### src/common/wkr_defs.svh
// Purpose: Constants for the wake register bank (offsets, fields, resets, codes)
// Assumes: Included by bare name from design and testbench files
// Notes:   Definitions only
`ifndef WKR_DEFS_SVH
`define WKR_DEFS_SVH

`define WKR_WAKE_PAGE        16'h0320
`define WKR_PAGE_REG_ADDR    5'h1F
`define WKR_PHY_REG_MAX      5'h0F
`define WKR_INSTR_ADDR_SET   5'h11
`define WKR_INSTR_DATA_CYCLE 5'h12
`define WKR_OP_WRITE         2'h1
`define WKR_OP_READ          2'h2

`define WKR_REG_RX_CTRL      16'h0000
`define WKR_REG_WAKE_CTRL    16'h0001
`define WKR_REG_FILT_CTRL    16'h0002

`define WKR_RX_CTRL_RESET    16'h0004
`define WKR_RX_CTRL_MASK     16'h01FF
`define WKR_WAKE_CTRL_RESET  16'h0000
`define WKR_WAKE_CTRL_MASK   16'hC03F
`define WKR_FILT_CTRL_RESET  16'h0000

`define WKR_RX_UPE_BIT       0
`define WKR_RX_MPE_BIT       1
`define WKR_RX_SLAVE_BIT     2
`define WKR_RX_MO_LSB        3
`define WKR_RX_BAM_BIT       5
`define WKR_RX_PASS_CONTROL_FRAMES_BIT      6
`define WKR_RX_RX_FLOW_CONTROL_ENABLE_BIT      7

`define WKR_WU_POWER_MGMT_WAKE_ENABLE_BIT      0
`define WKR_WU_ACPI_BIT      1
`define WKR_WU_STATUS_BIT    2
`define WKR_WU_ENERGY_BIT    3
`define WKR_WU_LINK_CHANGE_WAKE_ENABLE_BIT     4
`define WKR_WU_LINK_CHANGE_WAKE_OVERRIDE_BIT     5
`define WKR_WU_FLEX_FILTER_SIX_ENABLE_BIT      14
`define WKR_WU_FLEX_FILTER_SEVEN_ENABLE_BIT      15
`define WKR_FC_LINK_BIT      0

`define WKR_MDIO_TA_CYCLES   2

`endif

### src/common/wkr_pkg.sv
// Purpose: Types for the wake register bank
// Assumes: wkr_defs.svh holds the numbers
// Notes:   None
package wkr_pkg;
    typedef enum logic [2:0] {
        WKR_IDLE,
        WKR_PREAMBLE,
        WKR_HEADER,
        WKR_TURN,
        WKR_DATA,
        WKR_DONE
    } wkr_frame_state_t;

    typedef logic [1:0] wkr_op_t;
endpackage : wkr_pkg

### src/common/wkr_access_if.sv
// Purpose: Carries one decoded management access from the serial front end to the bank
// Assumes: Single clock domain
// Notes:   Strobes are one cycle wide
`timescale 1ns/1ps
`default_nettype none
interface wkr_access_if;
    logic        wr_stb;
    logic        rd_stb;
    logic [4:0]  reg_addr;
    logic [15:0] wr_data;
    logic [15:0] rd_data;

    modport front (
        output wr_stb,
        output rd_stb,
        output reg_addr,
        output wr_data,
        input  rd_data
    );
    modport bank (
        input  wr_stb,
        input  rd_stb,
        input  reg_addr,
        input  wr_data,
        output rd_data
    );
endinterface : wkr_access_if
`default_nettype wire

### src/wkr_bank.sv
// Purpose: Wake-up register bank behind the management serial interface
// Assumes: Management frames arrive on mdc_i/mdio_i; por_n_i is the power-on reset
// Notes:   phy_reset_i clears nothing in the wake bank
`timescale 1ns/1ps
`default_nettype none
`include "wkr_defs.svh"
module wkr_bank
    import wkr_pkg::*;
#(
    parameter logic [4:0] PHY_ADDR = 5'h01
) (
    input  wire logic        clock_i,
    input  wire logic        resetn_i,
    input  wire logic        por_n_i,
    input  wire logic        phy_reset_i,
    input  wire logic        mdc_i,
    input  wire logic        mdio_i,
    output logic             mdio_o,
    output logic             mdio_oe_o,
    output logic             ready_o,
    output logic             phy_reg_wr_o,
    output logic             phy_reg_rd_o,
    output logic [3:0]       phy_reg_addr_o,
    output logic [15:0]      phy_reg_wdata_o,
    input  wire logic [15:0] phy_reg_rdata_i,
    input  wire logic        wake_event_i,
    input  wire logic        host_wake_active_clr_i,
    input  wire logic        mgmt_engine_wake_active_clr_i,
    input  wire logic        link_change_i,
    input  wire logic        energy_detect_i,
    input  wire logic        autoneg_enable_i,
    input  wire logic        autoneg_duplex_i,
    input  wire logic [47:0] dest_addr_i,
    output logic             wake_page_active_o,
    output logic             unicast_promisc_enable_o,
    output logic             multicast_promisc_enable_o,
    output logic             filters_active_o,
    output logic [9:0]       multicast_index_o,
    output logic             broadcast_accept_o,
    output logic             pass_control_frames_o,
    output logic             rx_flow_control_enable_o,
    output logic             power_mgmt_wake_enable_o,
    output logic             acpi_wake_enable_o,
    output logic             wake_event_status_o,
    output logic             flex_filter_six_enable_o,
    output logic             flex_filter_seven_enable_o,
    output logic             link_change_wake_o
);
    // ****************************************
    // Serial front end
    // ****************************************
    wkr_access_if acc ();

    wkr_mdio_front #(
        .PHY_ADDR (PHY_ADDR)
    ) u_front (
        .clock_i   (clock_i),
        .resetn_i  (resetn_i),
        .mdc_i     (mdc_i),
        .mdio_i    (mdio_i),
        .mdio_o    (mdio_o),
        .mdio_oe_o (mdio_oe_o),
        .ready_o   (ready_o),
        .acc       (acc)
    );

    // ****************************************
    // Input synchronisers
    // ****************************************
    logic [1:0] por_sync_q;
    logic [1:0] evt_sync_q;
    logic [1:0] hclr_sync_q;
    logic [1:0] mclr_sync_q;
    logic [1:0] link_sync_q;
    logic [1:0] energy_sync_q;
    logic       evt_last_q;
    logic       link_last_q;
    logic       energy_last_q;

    always_ff @(posedge clock_i) begin
        if (!resetn_i) begin
            evt_sync_q    <= 2'h0;
            hclr_sync_q   <= 2'h0;
            mclr_sync_q   <= 2'h0;
            link_sync_q   <= 2'h0;
            energy_sync_q <= 2'h0;
            evt_last_q    <= 1'b0;
            link_last_q   <= 1'b0;
            energy_last_q <= 1'b0;
        end else begin
            evt_sync_q    <= {evt_sync_q[0], wake_event_i};
            hclr_sync_q   <= {hclr_sync_q[0], host_wake_active_clr_i};
            mclr_sync_q   <= {mclr_sync_q[0], mgmt_engine_wake_active_clr_i};
            link_sync_q   <= {link_sync_q[0], link_change_i};
            energy_sync_q <= {energy_sync_q[0], energy_detect_i};
            evt_last_q    <= evt_sync_q[1];
            link_last_q   <= link_sync_q[1];
            energy_last_q <= energy_sync_q[1];
        end
    end

    // Power-on sync has no resetn_i branch, so a block reset cannot clear the wake registers or ind_addr_q
    always_ff @(posedge clock_i) begin
        por_sync_q <= {por_sync_q[0], por_n_i};
    end

    logic por_active;
    logic wake_evt;
    logic wake_clr;
    assign por_active = ~por_sync_q[1];
    assign wake_evt   = evt_sync_q[1] & ~evt_last_q;
    assign wake_clr   = hclr_sync_q[1] | mclr_sync_q[1];

    // ****************************************
    // Page tracking and instruction decode
    // ****************************************
    logic [15:0] page_q;
    logic [15:0] ind_addr_q;
    logic        wake_mode;
    logic        hi_addr;
    logic        data_wr;
    logic        data_rd;

    assign wake_mode = page_q == `WKR_WAKE_PAGE;
    assign hi_addr   = acc.reg_addr > `WKR_PHY_REG_MAX;
    assign data_wr   = wake_mode && acc.wr_stb && acc.reg_addr == `WKR_INSTR_DATA_CYCLE;
    assign data_rd   = wake_mode && acc.reg_addr == `WKR_INSTR_DATA_CYCLE;

    always_ff @(posedge clock_i) begin
        if (!resetn_i) begin
            page_q <= 16'h0000;
        end else if (acc.wr_stb && acc.reg_addr == `WKR_PAGE_REG_ADDR) begin
            page_q <= acc.wr_data;
        end
    end

    // Survives resetn_i and phy_reset_i alike
    always_ff @(posedge clock_i) begin
        if (por_active) begin
            ind_addr_q <= 16'h0000;
        end else if (wake_mode && acc.wr_stb && acc.reg_addr == `WKR_INSTR_ADDR_SET) begin
            ind_addr_q <= acc.wr_data;
        end
    end

    // ****************************************
    // Wake registers
    // ****************************************
    logic [15:0] rx_ctrl_q;
    logic [15:0] wake_ctrl_q;
    logic [15:0] filt_ctrl_q;

    // Set to reset values only by power-on reset, never by resetn_i or phy_reset_i
    always_ff @(posedge clock_i) begin
        if (por_active) begin
            rx_ctrl_q <= `WKR_RX_CTRL_RESET;
        end else if (data_wr && ind_addr_q == `WKR_REG_RX_CTRL) begin
            rx_ctrl_q <= acc.wr_data & `WKR_RX_CTRL_MASK;
        end else if (autoneg_enable_i) begin
            rx_ctrl_q[`WKR_RX_RX_FLOW_CONTROL_ENABLE_BIT] <= autoneg_duplex_i;
        end
    end

    always_ff @(posedge clock_i) begin
        if (por_active) begin
            wake_ctrl_q <= `WKR_WAKE_CTRL_RESET;
        end else begin
            if (data_wr && ind_addr_q == `WKR_REG_WAKE_CTRL) begin
                wake_ctrl_q <= (acc.wr_data & `WKR_WAKE_CTRL_MASK &
                                ~(16'h0001 << `WKR_WU_STATUS_BIT))
                             | (wake_ctrl_q & (16'h0001 << `WKR_WU_STATUS_BIT));
                if (acc.wr_data[`WKR_WU_STATUS_BIT]) begin
                    wake_ctrl_q[`WKR_WU_STATUS_BIT] <= 1'b0;
                end
            end
            if (wake_clr) begin
                wake_ctrl_q[`WKR_WU_STATUS_BIT] <= 1'b0;
            end
            if (wake_evt) begin
                wake_ctrl_q[`WKR_WU_STATUS_BIT] <= 1'b1;
            end
        end
    end

    always_ff @(posedge clock_i) begin
        if (por_active) begin
            filt_ctrl_q <= `WKR_FILT_CTRL_RESET;
        end else if (data_wr && ind_addr_q == `WKR_REG_FILT_CTRL) begin
            filt_ctrl_q <= acc.wr_data;
        end
    end

    // ****************************************
    // Read path
    // ****************************************
    always_comb begin
        if (!hi_addr) begin
            acc.rd_data = phy_reg_rdata_i;
        end else if (!wake_mode) begin
            acc.rd_data = (acc.reg_addr == `WKR_PAGE_REG_ADDR) ? page_q : 16'h0000;
        end else if (data_rd) begin
            case (ind_addr_q)
                `WKR_REG_RX_CTRL:   acc.rd_data = rx_ctrl_q;
                `WKR_REG_WAKE_CTRL: acc.rd_data = wake_ctrl_q;
                `WKR_REG_FILT_CTRL: acc.rd_data = filt_ctrl_q;
                default:            acc.rd_data = 16'h0000;
            endcase
        end else if (acc.reg_addr == `WKR_PAGE_REG_ADDR) begin
            acc.rd_data = page_q;
        end else begin
            acc.rd_data = 16'h0000;
        end
    end

    // Ordinary PHY registers pass straight through
    assign phy_reg_wr_o    = acc.wr_stb && !hi_addr;
    assign phy_reg_rd_o    = acc.rd_stb && !hi_addr;
    assign phy_reg_addr_o  = acc.reg_addr[3:0];
    assign phy_reg_wdata_o = acc.wr_data;

    // ****************************************
    // Control outputs
    // ****************************************
    function automatic logic [9:0] mc_index(input logic [1:0] sel, input logic [47:0] da);
        case (sel)
            2'h0:    mc_index = da[47:38];
            2'h1:    mc_index = da[46:37];
            2'h2:    mc_index = da[45:36];
            default: mc_index = da[43:34];
        endcase
    endfunction : mc_index

    logic link_cond;
    logic link_enable;
    assign link_cond = wake_ctrl_q[`WKR_WU_ENERGY_BIT]
                     ? (energy_sync_q[1] & ~energy_last_q)
                     : (link_sync_q[1] ^ link_last_q);
    assign link_enable = wake_ctrl_q[`WKR_WU_LINK_CHANGE_WAKE_OVERRIDE_BIT]
                       ? (wake_ctrl_q[`WKR_WU_POWER_MGMT_WAKE_ENABLE_BIT] & wake_ctrl_q[`WKR_WU_LINK_CHANGE_WAKE_ENABLE_BIT])
                       : filt_ctrl_q[`WKR_FC_LINK_BIT];

    always_ff @(posedge clock_i) begin
        if (!resetn_i) begin
            link_change_wake_o <= 1'b0;
            multicast_index_o  <= 10'h000;
        end else begin
            link_change_wake_o <= link_cond & link_enable;
            multicast_index_o  <= mc_index(rx_ctrl_q[`WKR_RX_MO_LSB +: 2], dest_addr_i);
        end
    end

    assign wake_page_active_o         = wake_mode;
    assign unicast_promisc_enable_o   = rx_ctrl_q[`WKR_RX_UPE_BIT];
    assign multicast_promisc_enable_o = rx_ctrl_q[`WKR_RX_MPE_BIT];
    assign filters_active_o           = ~rx_ctrl_q[`WKR_RX_SLAVE_BIT];
    assign broadcast_accept_o         = rx_ctrl_q[`WKR_RX_BAM_BIT];
    assign pass_control_frames_o      = rx_ctrl_q[`WKR_RX_PASS_CONTROL_FRAMES_BIT];
    assign rx_flow_control_enable_o   = rx_ctrl_q[`WKR_RX_RX_FLOW_CONTROL_ENABLE_BIT];
    assign power_mgmt_wake_enable_o   = wake_ctrl_q[`WKR_WU_POWER_MGMT_WAKE_ENABLE_BIT];
    assign acpi_wake_enable_o         = wake_ctrl_q[`WKR_WU_ACPI_BIT];
    assign wake_event_status_o        = wake_ctrl_q[`WKR_WU_STATUS_BIT];
    assign flex_filter_six_enable_o   = wake_ctrl_q[`WKR_WU_FLEX_FILTER_SIX_ENABLE_BIT];
    assign flex_filter_seven_enable_o = wake_ctrl_q[`WKR_WU_FLEX_FILTER_SEVEN_ENABLE_BIT];

    logic unused_phy_reset;
    assign unused_phy_reset = phy_reset_i;
endmodule : wkr_bank
`default_nettype wire

### src/wkr_mdio_front.sv
// Purpose: Management serial slave: samples clock and data pins, decodes frames
// Assumes: Link clock far slower than clock_i; pins pass two flip-flops first
// Notes:   Read data shifts after falling edges of the link clock; the first bit follows the rise ending turnaround
`timescale 1ns/1ps
`default_nettype none
`include "wkr_defs.svh"
module wkr_mdio_front
    import wkr_pkg::*;
#(
    parameter logic [4:0] PHY_ADDR = 5'h01
) (
    input  wire logic   clock_i,
    input  wire logic   resetn_i,
    input  wire logic   mdc_i,
    input  wire logic   mdio_i,
    output logic        mdio_o,
    output logic        mdio_oe_o,
    output logic        ready_o,
    wkr_access_if.front acc
);
    // ****************************************
    // Pin synchronisers and edge detect
    // ****************************************
    logic [1:0] mdc_sync_q;
    logic [1:0] mdio_sync_q;
    logic       mdc_last_q;
    logic       rise;
    logic       fall;

    always_ff @(posedge clock_i) begin
        if (!resetn_i) begin
            mdc_sync_q  <= 2'h0;
            mdio_sync_q <= 2'h3;
            mdc_last_q  <= 1'b0;
        end else begin
            mdc_sync_q  <= {mdc_sync_q[0], mdc_i};
            mdio_sync_q <= {mdio_sync_q[0], mdio_i};
            mdc_last_q  <= mdc_sync_q[1];
        end
    end
    assign rise = mdc_sync_q[1] & ~mdc_last_q;
    assign fall = ~mdc_sync_q[1] & mdc_last_q;

    // ****************************************
    // Frame decoder
    // ****************************************
    wkr_frame_state_t state_q;
    logic [5:0]       cnt_q;
    logic [13:0]      hdr_q;
    logic [15:0]      shift_q;
    logic             mine_q;
    logic             is_read_q;

    always_ff @(posedge clock_i) begin
        if (!resetn_i) begin
            state_q   <= WKR_IDLE;
            cnt_q     <= 6'h00;
            hdr_q     <= 14'h0000;
            shift_q   <= 16'h0000;
            mine_q    <= 1'b0;
            is_read_q <= 1'b0;
            ready_o   <= 1'b0;
        end else begin
            acc.wr_stb <= 1'b0;
            acc.rd_stb <= 1'b0;
            if (rise) begin
                case (state_q)
                    WKR_IDLE: begin
                        if (!mdio_sync_q[1]) begin
                            state_q <= WKR_HEADER;
                            cnt_q   <= 6'h00;
                            ready_o <= 1'b0;
                        end
                    end
                    WKR_HEADER: begin
                        hdr_q <= {hdr_q[12:0], mdio_sync_q[1]};
                        cnt_q <= cnt_q + 6'h01;
                        if (cnt_q == 6'h0C) begin
                            state_q   <= WKR_TURN;
                            cnt_q     <= 6'h00;
                            mine_q    <= hdr_q[8:4] == PHY_ADDR;
                            is_read_q <= {hdr_q[10:9]} == `WKR_OP_READ;
                            acc.reg_addr <= {hdr_q[3:0], mdio_sync_q[1]};
                            acc.rd_stb <= (hdr_q[10:9] == `WKR_OP_READ)
                                          && (hdr_q[8:4] == PHY_ADDR);
                        end
                    end
                    WKR_TURN: begin
                        cnt_q <= cnt_q + 6'h01;
                        if (cnt_q == 6'(`WKR_MDIO_TA_CYCLES - 1)) begin
                            state_q <= WKR_DATA;
                            cnt_q   <= 6'h00;
                            shift_q <= acc.rd_data;
                        end
                    end
                    WKR_DATA: begin
                        cnt_q   <= cnt_q + 6'h01;
                        if (!is_read_q) begin
                            shift_q <= {shift_q[14:0], mdio_sync_q[1]};
                        end
                        if (cnt_q == 6'h0F) begin
                            state_q <= WKR_IDLE;
                            ready_o <= mine_q;
                            if (mine_q && !is_read_q) begin
                                acc.wr_stb  <= 1'b1;
                                acc.wr_data <= {shift_q[14:0], mdio_sync_q[1]};
                            end
                        end
                    end
                    default: state_q <= WKR_IDLE;
                endcase
            end else if (fall && state_q == WKR_DATA && is_read_q && cnt_q != 6'h00) begin
                shift_q <= {shift_q[14:0], 1'b0};
            end
        end
    end

    // Start of frame: 01 after idle ones; header holds start lsb, op, phy, reg
    always_ff @(posedge clock_i) begin
        if (!resetn_i) begin
            mdio_o    <= 1'b1;
            mdio_oe_o <= 1'b0;
        end else begin
            mdio_oe_o <= mine_q && is_read_q &&
                         (state_q == WKR_DATA || (state_q == WKR_TURN && cnt_q == 6'h01));
            mdio_o    <= (state_q == WKR_DATA) ? shift_q[15] : 1'b0;
        end
    end
endmodule : wkr_mdio_front
`default_nettype wire

### config.mk
export PLATFORM = sky130hd
export DESIGN_NAME = wkr_bank
export DESIGN_NICKNAME = d
export VERILOG_FILES = /design/src/common/wkr_pkg.sv /design/src/common/wkr_access_if.sv /design/src/wkr_bank.sv /design/src/wkr_mdio_front.sv
export VERILOG_INCLUDE_DIRS = /design/src /design/src/common
export SDC_FILE = /design/constraint.sdc
export NUM_CORES = 1
export LEC_CHECK = 0
export BUFFER_PORTS_ARGS = -buffer_cell sky130_fd_sc_hd__buf_2
export CAP_MARGIN = 20
export CORE_ASPECT_RATIO = 0.8
export CORE_MARGIN = 3
export CORE_UTILIZATION = 60
export CTS_BUF_LIST = sky130_fd_sc_hd__clkbuf_8
export DETAILED_ROUTE_END_ITERATION = 16
export PLACE_DENSITY = 0.85
export SETUP_SLACK_MARGIN = 0.5
export SLEW_MARGIN = 40
export SYNTH_ARGS = -nofsm -noshare
export SYNTH_HDL_FRONTEND = slang
export SYNTH_SLANG_ARGS = --single-unit
### constraint.sdc
create_clock -name clock_i -period 6.22 [get_ports clock_i]
set_clock_uncertainty 0.1 [all_clocks]
set_input_delay 0.311 -clock clock_i [delete_from_list [all_inputs] [get_ports clock_i]]
set_output_delay 0.311 -clock clock_i [all_outputs]
set_load 0.05 [all_outputs]
==> After elaboration in Yosys (flattened, before gate mapping) <==
Cells that the tools add are included.
{ "word_totals": {"reg_bits": 168, "output_inout_bits": 48, "wordCells": 145} }
{ "op_classes": {"order_cmp": 1, "mux": 33, "n_addsub": 1, "eq_ne": 23, "reduce_logical": 39, "bitwise_logic": 14} }
{ "ops": {"columns": ["operator", "count"], "rows": [
  ["$mux W16", 8],
  ["$pmux W16 S3", 1],
  ["$pmux W16 S2", 1],
  ["$pmux W10 S3", 1],
  ["$pmux W6 S4", 1],
  ["$logic_and A1 B1 Y1", 18],
  ["$mux W6", 3],
  ["$eq A16 B1 Y1 const B", 1],
  ["$eq A16 B10 Y1 const B", 1],
  ["$eq A16 B2 Y1 const B", 1],
  ["$logic_not A16 Y1", 1],
  ["$or A16 B3 Y16", 1],
  ["$eq A5 B5 Y1 const B", 3],
  ["$mux W3", 5],
  ["$eq A6 B4 Y1 const B", 2],
  ["$pmux W3 S4", 1],
  ["$reduce_and A4 Y1", 3],
  ["$mux W1", 11],
  ["$reduce_and A5 Y1", 2],
  ["$ne A3 B3 Y1 const B", 3],
  ["$reduce_and A3 Y1", 3],
  ["$add A6 B1 Y6 const B", 1],
  ["$and A1 B1 Y1", 6],
  ["$eq A3 B2 Y1 const B", 2],
  ["21 further kinds", 31]
]} }

==> Depth between registers and ports, before layout <==
{ "depth": {"ltp_word": 8, "mapped_depth": 8, "depth_no_buf": 7} }

==> Hierarchy <==
Synthesis repeated with hierarchy kept, for this count alone.
{ "hier_totals": {"cells_unflattened": 737, "hier_area_um2": 7211.9} }
{ "by_module_without_submodules": {"columns": ["module", "cells_each", "area_each_um2", "instances", "seq_area_each_um2"], "rows": [
  ["wkr_bank", 449, 4154.0, 1, 1821.7],
  ["wkr_mdio_front", 288, 3057.9, 1, 1611.5]
]} }

==> Least setup slack after synthesis <==
No wires, ideal clock.
{ "synth_path": {"path_kind": "reg-to-reg", "from": "reg u_front.state_q[2]", "to": "reg u_front.acc.wr_data[0], enable pin", "stages_incl_launch_ff": 6, "period_less_slack_ns": 2.003, "slack_ns": 4.217, "t_required_ns": 5.746, "arrival_ns": 1.530, "n_path_buf": 1, "cell_sequence": "dfxtp_1 > buf_2 > nor3b_2 > nand2_1 > nor4_1 > and2_1"} }
{ "synth_via": {"elab_chain_len": 2} }
{ "synth_lines": {"columns": ["element", "line", "source"], "rows": [
  ["start, declared", "wkr_mdio_front.sv:47", "wkr_frame_state_t state_q;"],
  ["start signal, assigned", "wkr_mdio_front.sv:56", "state_q <= WKR_IDLE;"],
  ["start signal, assigned", "wkr_mdio_front.sv:70", "state_q <= WKR_HEADER;"],
  ["start signal, assigned", "wkr_mdio_front.sv:79", "state_q <= WKR_TURN;"],
  ["$eq A3 B3 Y1", "wkr_mdio_front.sv:67", "case (state_q)"],
  ["$reduce_and A5 Y1 (no line)", null, null],
  ["end signal, assigned", "wkr_mdio_front.sv:106", "acc.wr_data <= {shift_q[14:0], mdio_sync_q[1]};"],
  ["end, declared", "wkr_access_if.sv:17", "output wr_data,"]
]} }
Every way passes these cells.
A chain may end at the register's enable or synchronous reset.

==> Worst setup path after layout <==
{ "layout_path": {"from": "reg ind_addr_q[3]", "to": "reg u_front.shift_q[1]"} }
{ "layout_via": {"elab_chain_len": 8, "elab_cells_between_ends": 10, "classes_between": "2 x eq/ne; 7 x mux; 1 x reduce/logical"} }
{ "layout_lines": {"columns": ["element", "line", "source"], "rows": [
  ["start, declared", "wkr_bank.sv:118", "logic [15:0] ind_addr_q;"],
  ["start signal, assigned", "wkr_bank.sv:142", "ind_addr_q <= acc.wr_data;"],
  ["$eq A16 B2 Y1, or another cell as far along", "wkr_bank.sv:202", "case (ind_addr_q)"],
  ["$pmux W16 S3 (*)", "wkr_bank.sv:202", null],
  ["$mux W16 (*)", "wkr_bank.sv:201", "end else if (data_rd) begin"],
  ["$mux W16 (*)", "wkr_bank.sv:199", "end else if (!wake_mode) begin"],
  ["$mux W16 (*)", "wkr_bank.sv:197", "if (!hi_addr) begin"],
  ["$mux W16 (*)", "wkr_mdio_front.sv:90", "if (cnt_q == 6'(`WKR_MDIO_TA_CYCLES - 1)) begin"],
  ["$pmux W16 S2 (*)", "wkr_mdio_front.sv:67", null],
  ["$mux W16 (*)", "wkr_mdio_front.sv:66", "if (rise) begin"],
  ["end signal, assigned", "wkr_mdio_front.sv:93", "shift_q <= acc.rd_data;"],
  ["end signal, assigned", "wkr_mdio_front.sv:99", "shift_q <= {shift_q[14:0], mdio_sync_q[1]};"],
  ["end signal, assigned", "wkr_mdio_front.sv:113", "shift_q <= {shift_q[14:0], 1'b0};"],
  ["end, declared", "wkr_mdio_front.sv:50", "logic [15:0] shift_q;"]
]} }
Mark *: on every way between the ends. The rest lies on a longest branch, timed or not. The select of a mux whose other input is x is not followed.

==> out/metrics.yaml <==
logic_synthesis:
  synthDistinctLibCells: 64
  synth-main-ff-cell: "dfxtp_1"
  syn_inst: 712
  yosys_register_bits: 160
  yosysTopAreaCellShare_pct: 39.0
  synth_top_area_cell: "dfxtp_1"
  synth_edf_count: 23
  synth_xor_area_share_pct: 0.747
  yosysSeqAreaShare_pct: 48.8
  synth_most_common_cell: "dfxtp_1"
  synth_warnings: 0
  ys_top_cells_by_count: "137 x dfxtp_1, 113 x nand2_1, 64 x mux2i_1"
  async_flop_share_pct: 0
  syn_nets: 792
  post_synth_and_or_nand_nor_area_fraction_pct: 21.6
  synthAdderAreaFrac_pct: 0.534
  synth_area_um2: 7040
  synth_area_per_cell_um2: 9.88
  synth_area_leaders: "dfxtp_1 39%, edfxtp_1 9.8%, mux2i_1 9.1%"
  synth_mux_area_share_pct: 12.6
  synth_compound_area_share_pct: 11.3
  synth_top_family_by_area: "simple AND/OR/NAND/NOR gates"
finish:
  drive_gt1_share_pct: 20.2
  fin_nets: 856
  design_area_um2: 7880
  diodes: 0
  final_core_util_pct: 70.7
  layout.cells.non_filler: 933
  area_growth_pct: 12.0
run_status:
  status: "finished clean"
floorplanning:
  core_area_um2: 11100
  start_util_pct: 63.1
  die_w_um: 127
  die_h_um: 103
  io_pins: 125
  fp-row-count: 34
  die_area_um2: 13100
worst_setup_path:
  crit_fanout: 11
  r2r-end: "u_front.shift_q[1]"
  reg2reg_depth: 5
  required_ns: 6.47
  worstPathArrival_ns: 3.04
  crit_start: "ind_addr_q[3]"
  end_kind: "register"
  crit_type: "register to register"
  r2r-start: "ind_addr_q[3]"
  critPathCapture: "u_front.shift_q[1]"
  r2r_slack_ns: 3.43
  start_kind: "register"
pwr:
  p_total_mw: 1.88
  ir_drop_v: 0.000177
  p_per_area_nw_per_um2: 238
  leakagePower_nw: 2.81
timing:
  fin_tns_setup_ns: 0
  hold_ws_ns: 0.143
  final_max_slew_viol_count: 0
  final_hold_viol_count: 0
  worst_pin_slew_ns: 0.753
  rsz0062_at_grt: "no"
  setup_viol: 0
  fmax_mhz: 358
  max_slew_margin_pct: 49.7
  layout_setup_ws_ns: 3.43
  period_share_pct: 44.9
  min_period_ns: 2.79
detailed_routing:
  via_count: 5624
  via_per_inst: 6.03
  first_iter_violations: 511
  drtAntennaViolNets: 0
  drc: 0
  wl_mm: 16.7
  first_pass_iters: 5
  routedWlPerCell_um: 17.9
cts:
  tritoncts: "done"
  postCtsSetupRepairBufs: 0
  htree_levels: 4
  clock_latency_ns: 0.46
  cts_inserted_buffers: 17
  cts.sinks: 160
  holdBufCountCts: 8
  clk_pin_slew_ns: 0.09
  cts_root_buf: "clkbuf_8"
  clockBufferDepth: 2
  ctsResizeCount: 0
grt:
  overflow: 0
  grt_pass1_vias: 5399
  grt_first_pass_wirelength_mm: 27.2
  grt_usage_pct: 26.3
  antenna_found_initial: 0
  grt_max_degree: 67
placement:
  pre_cts_ws_ns: 3.51
  gp_congestion: 0.896
  hpwl_mm: 11.7
  place_area_um2: 7430
  io_buffers: 89
  dpl.cell_count: 893
run:
  max_cap_violations: 0
hold_path:
  min_path_type: "input port to register"
## metal layers
layer / vias to the layer above / wire length [µm] / global-route usage (%)
met2: 233 / 7880 / 42.2
met4: 0 / 450 / 11.3
met5: - / 0 / 0
met1: 2696 / 7220 / 35.1
li1: 2648 / - / -
met3: 47 / 1150 / 5.59
## cell type report
class	instances	area (µm²)
inverters	9	33.8
repair buffers	100	548
fillers	840	3260
well taps	144	180
flip-flops and latches	160	3440
clock buffers	17	234
clock inverters	15	131
multi-input cells	488	3320
## registers in the layout, summed over array words and instances (netlist names), 3 cells and up
signal	flops
page_q	16
u_front.cnt_q	6
u_front.hdr_q	11
u_front.state_q	3
multicast_index_o	10
ind_addr_q	16
u_front.shift_q	16
filt_ctrl_q	16
wake_ctrl_q	8
rx_ctrl_q	9
u_front.acc.reg_addr	5
u_front.acc.wr_data	16
## worst min path at each step
stage	startpoint	to	slack [ns]	cells past startpoint
finish	autoneg_duplex_i	rx_ctrl_q[7]	0.14	4
global route	phy_reg_rdata_i[14]	u_front.shift_q[14]	0.15	3
CTS	autoneg_duplex_i	rx_ctrl_q[7]	0.13	4
detailed placement	por_sync_q[0]	por_sync_q[1]	0.21	0
global placement	por_sync_q[0]	por_sync_q[1]	0.21	0
floorplan	por_sync_q[0]	por_sync_q[1]	0.21	0
## cell families (layout without fill, tap and decap cells)
group,Yosys count,in the layout
buffers and inverters,64,141
AO/OA/AOI/OAI,112,112
adder cells (fa/ha/maj),3,3
AND/OR/NAND/NOR,291,291
XOR/XNOR,6,6
multiplexers,76,76
flip-flops,160,160
## layout by cell type, fill, tap and decap left out, types with 4 or more instances in the layout
cell           synthesis  layout
a21boi_0               6       6
a21boi_1              10      10
a21oi_1               29      29
a221o_1                5       5
a221oi_1               8       8
a22o_1                 7       7
a311oi_1               5       5
a31oi_1                4       4
and2_1                29      28
and3_1                 6       4
buf_2                 13      89
clkbuf_8               0      17
clkinv_2               0       5
dfxtp_1              137     136
dlygate4sd3_1          0       8
edfxtp_1              23      23
inv_1                  9       9
inv_6                  0       5
mux2i_1               64      64
mux4_2                10      10
nand2_1              113     113
nand2b_1               7       7
nand3_1               11      11
nand3b_1              10      10
nand4_1                5       5
nor2_1                54      53
nor2b_1               16      15
nor3_1                 7       7
nor4_1                10       9
o21ai_0               17      17
o31ai_1                4       4
## power by group
group          internal [mW]  switching (mW)  total, mW
logic                 0.0341          0.0509     0.0850
registers               1.06          0.0105       1.07
clock network          0.320           0.404      0.724
## worst max-delay path: stages (launching register included)
cell and delay (ns):
dfxtp_1 0.33, nor4_1 0.40, nand4_1 0.66, a2111oi_4 0.68, nand3b_1 0.15, a311oi_1 0.36
Note: power is estimated with default switching activity, not from simulation.
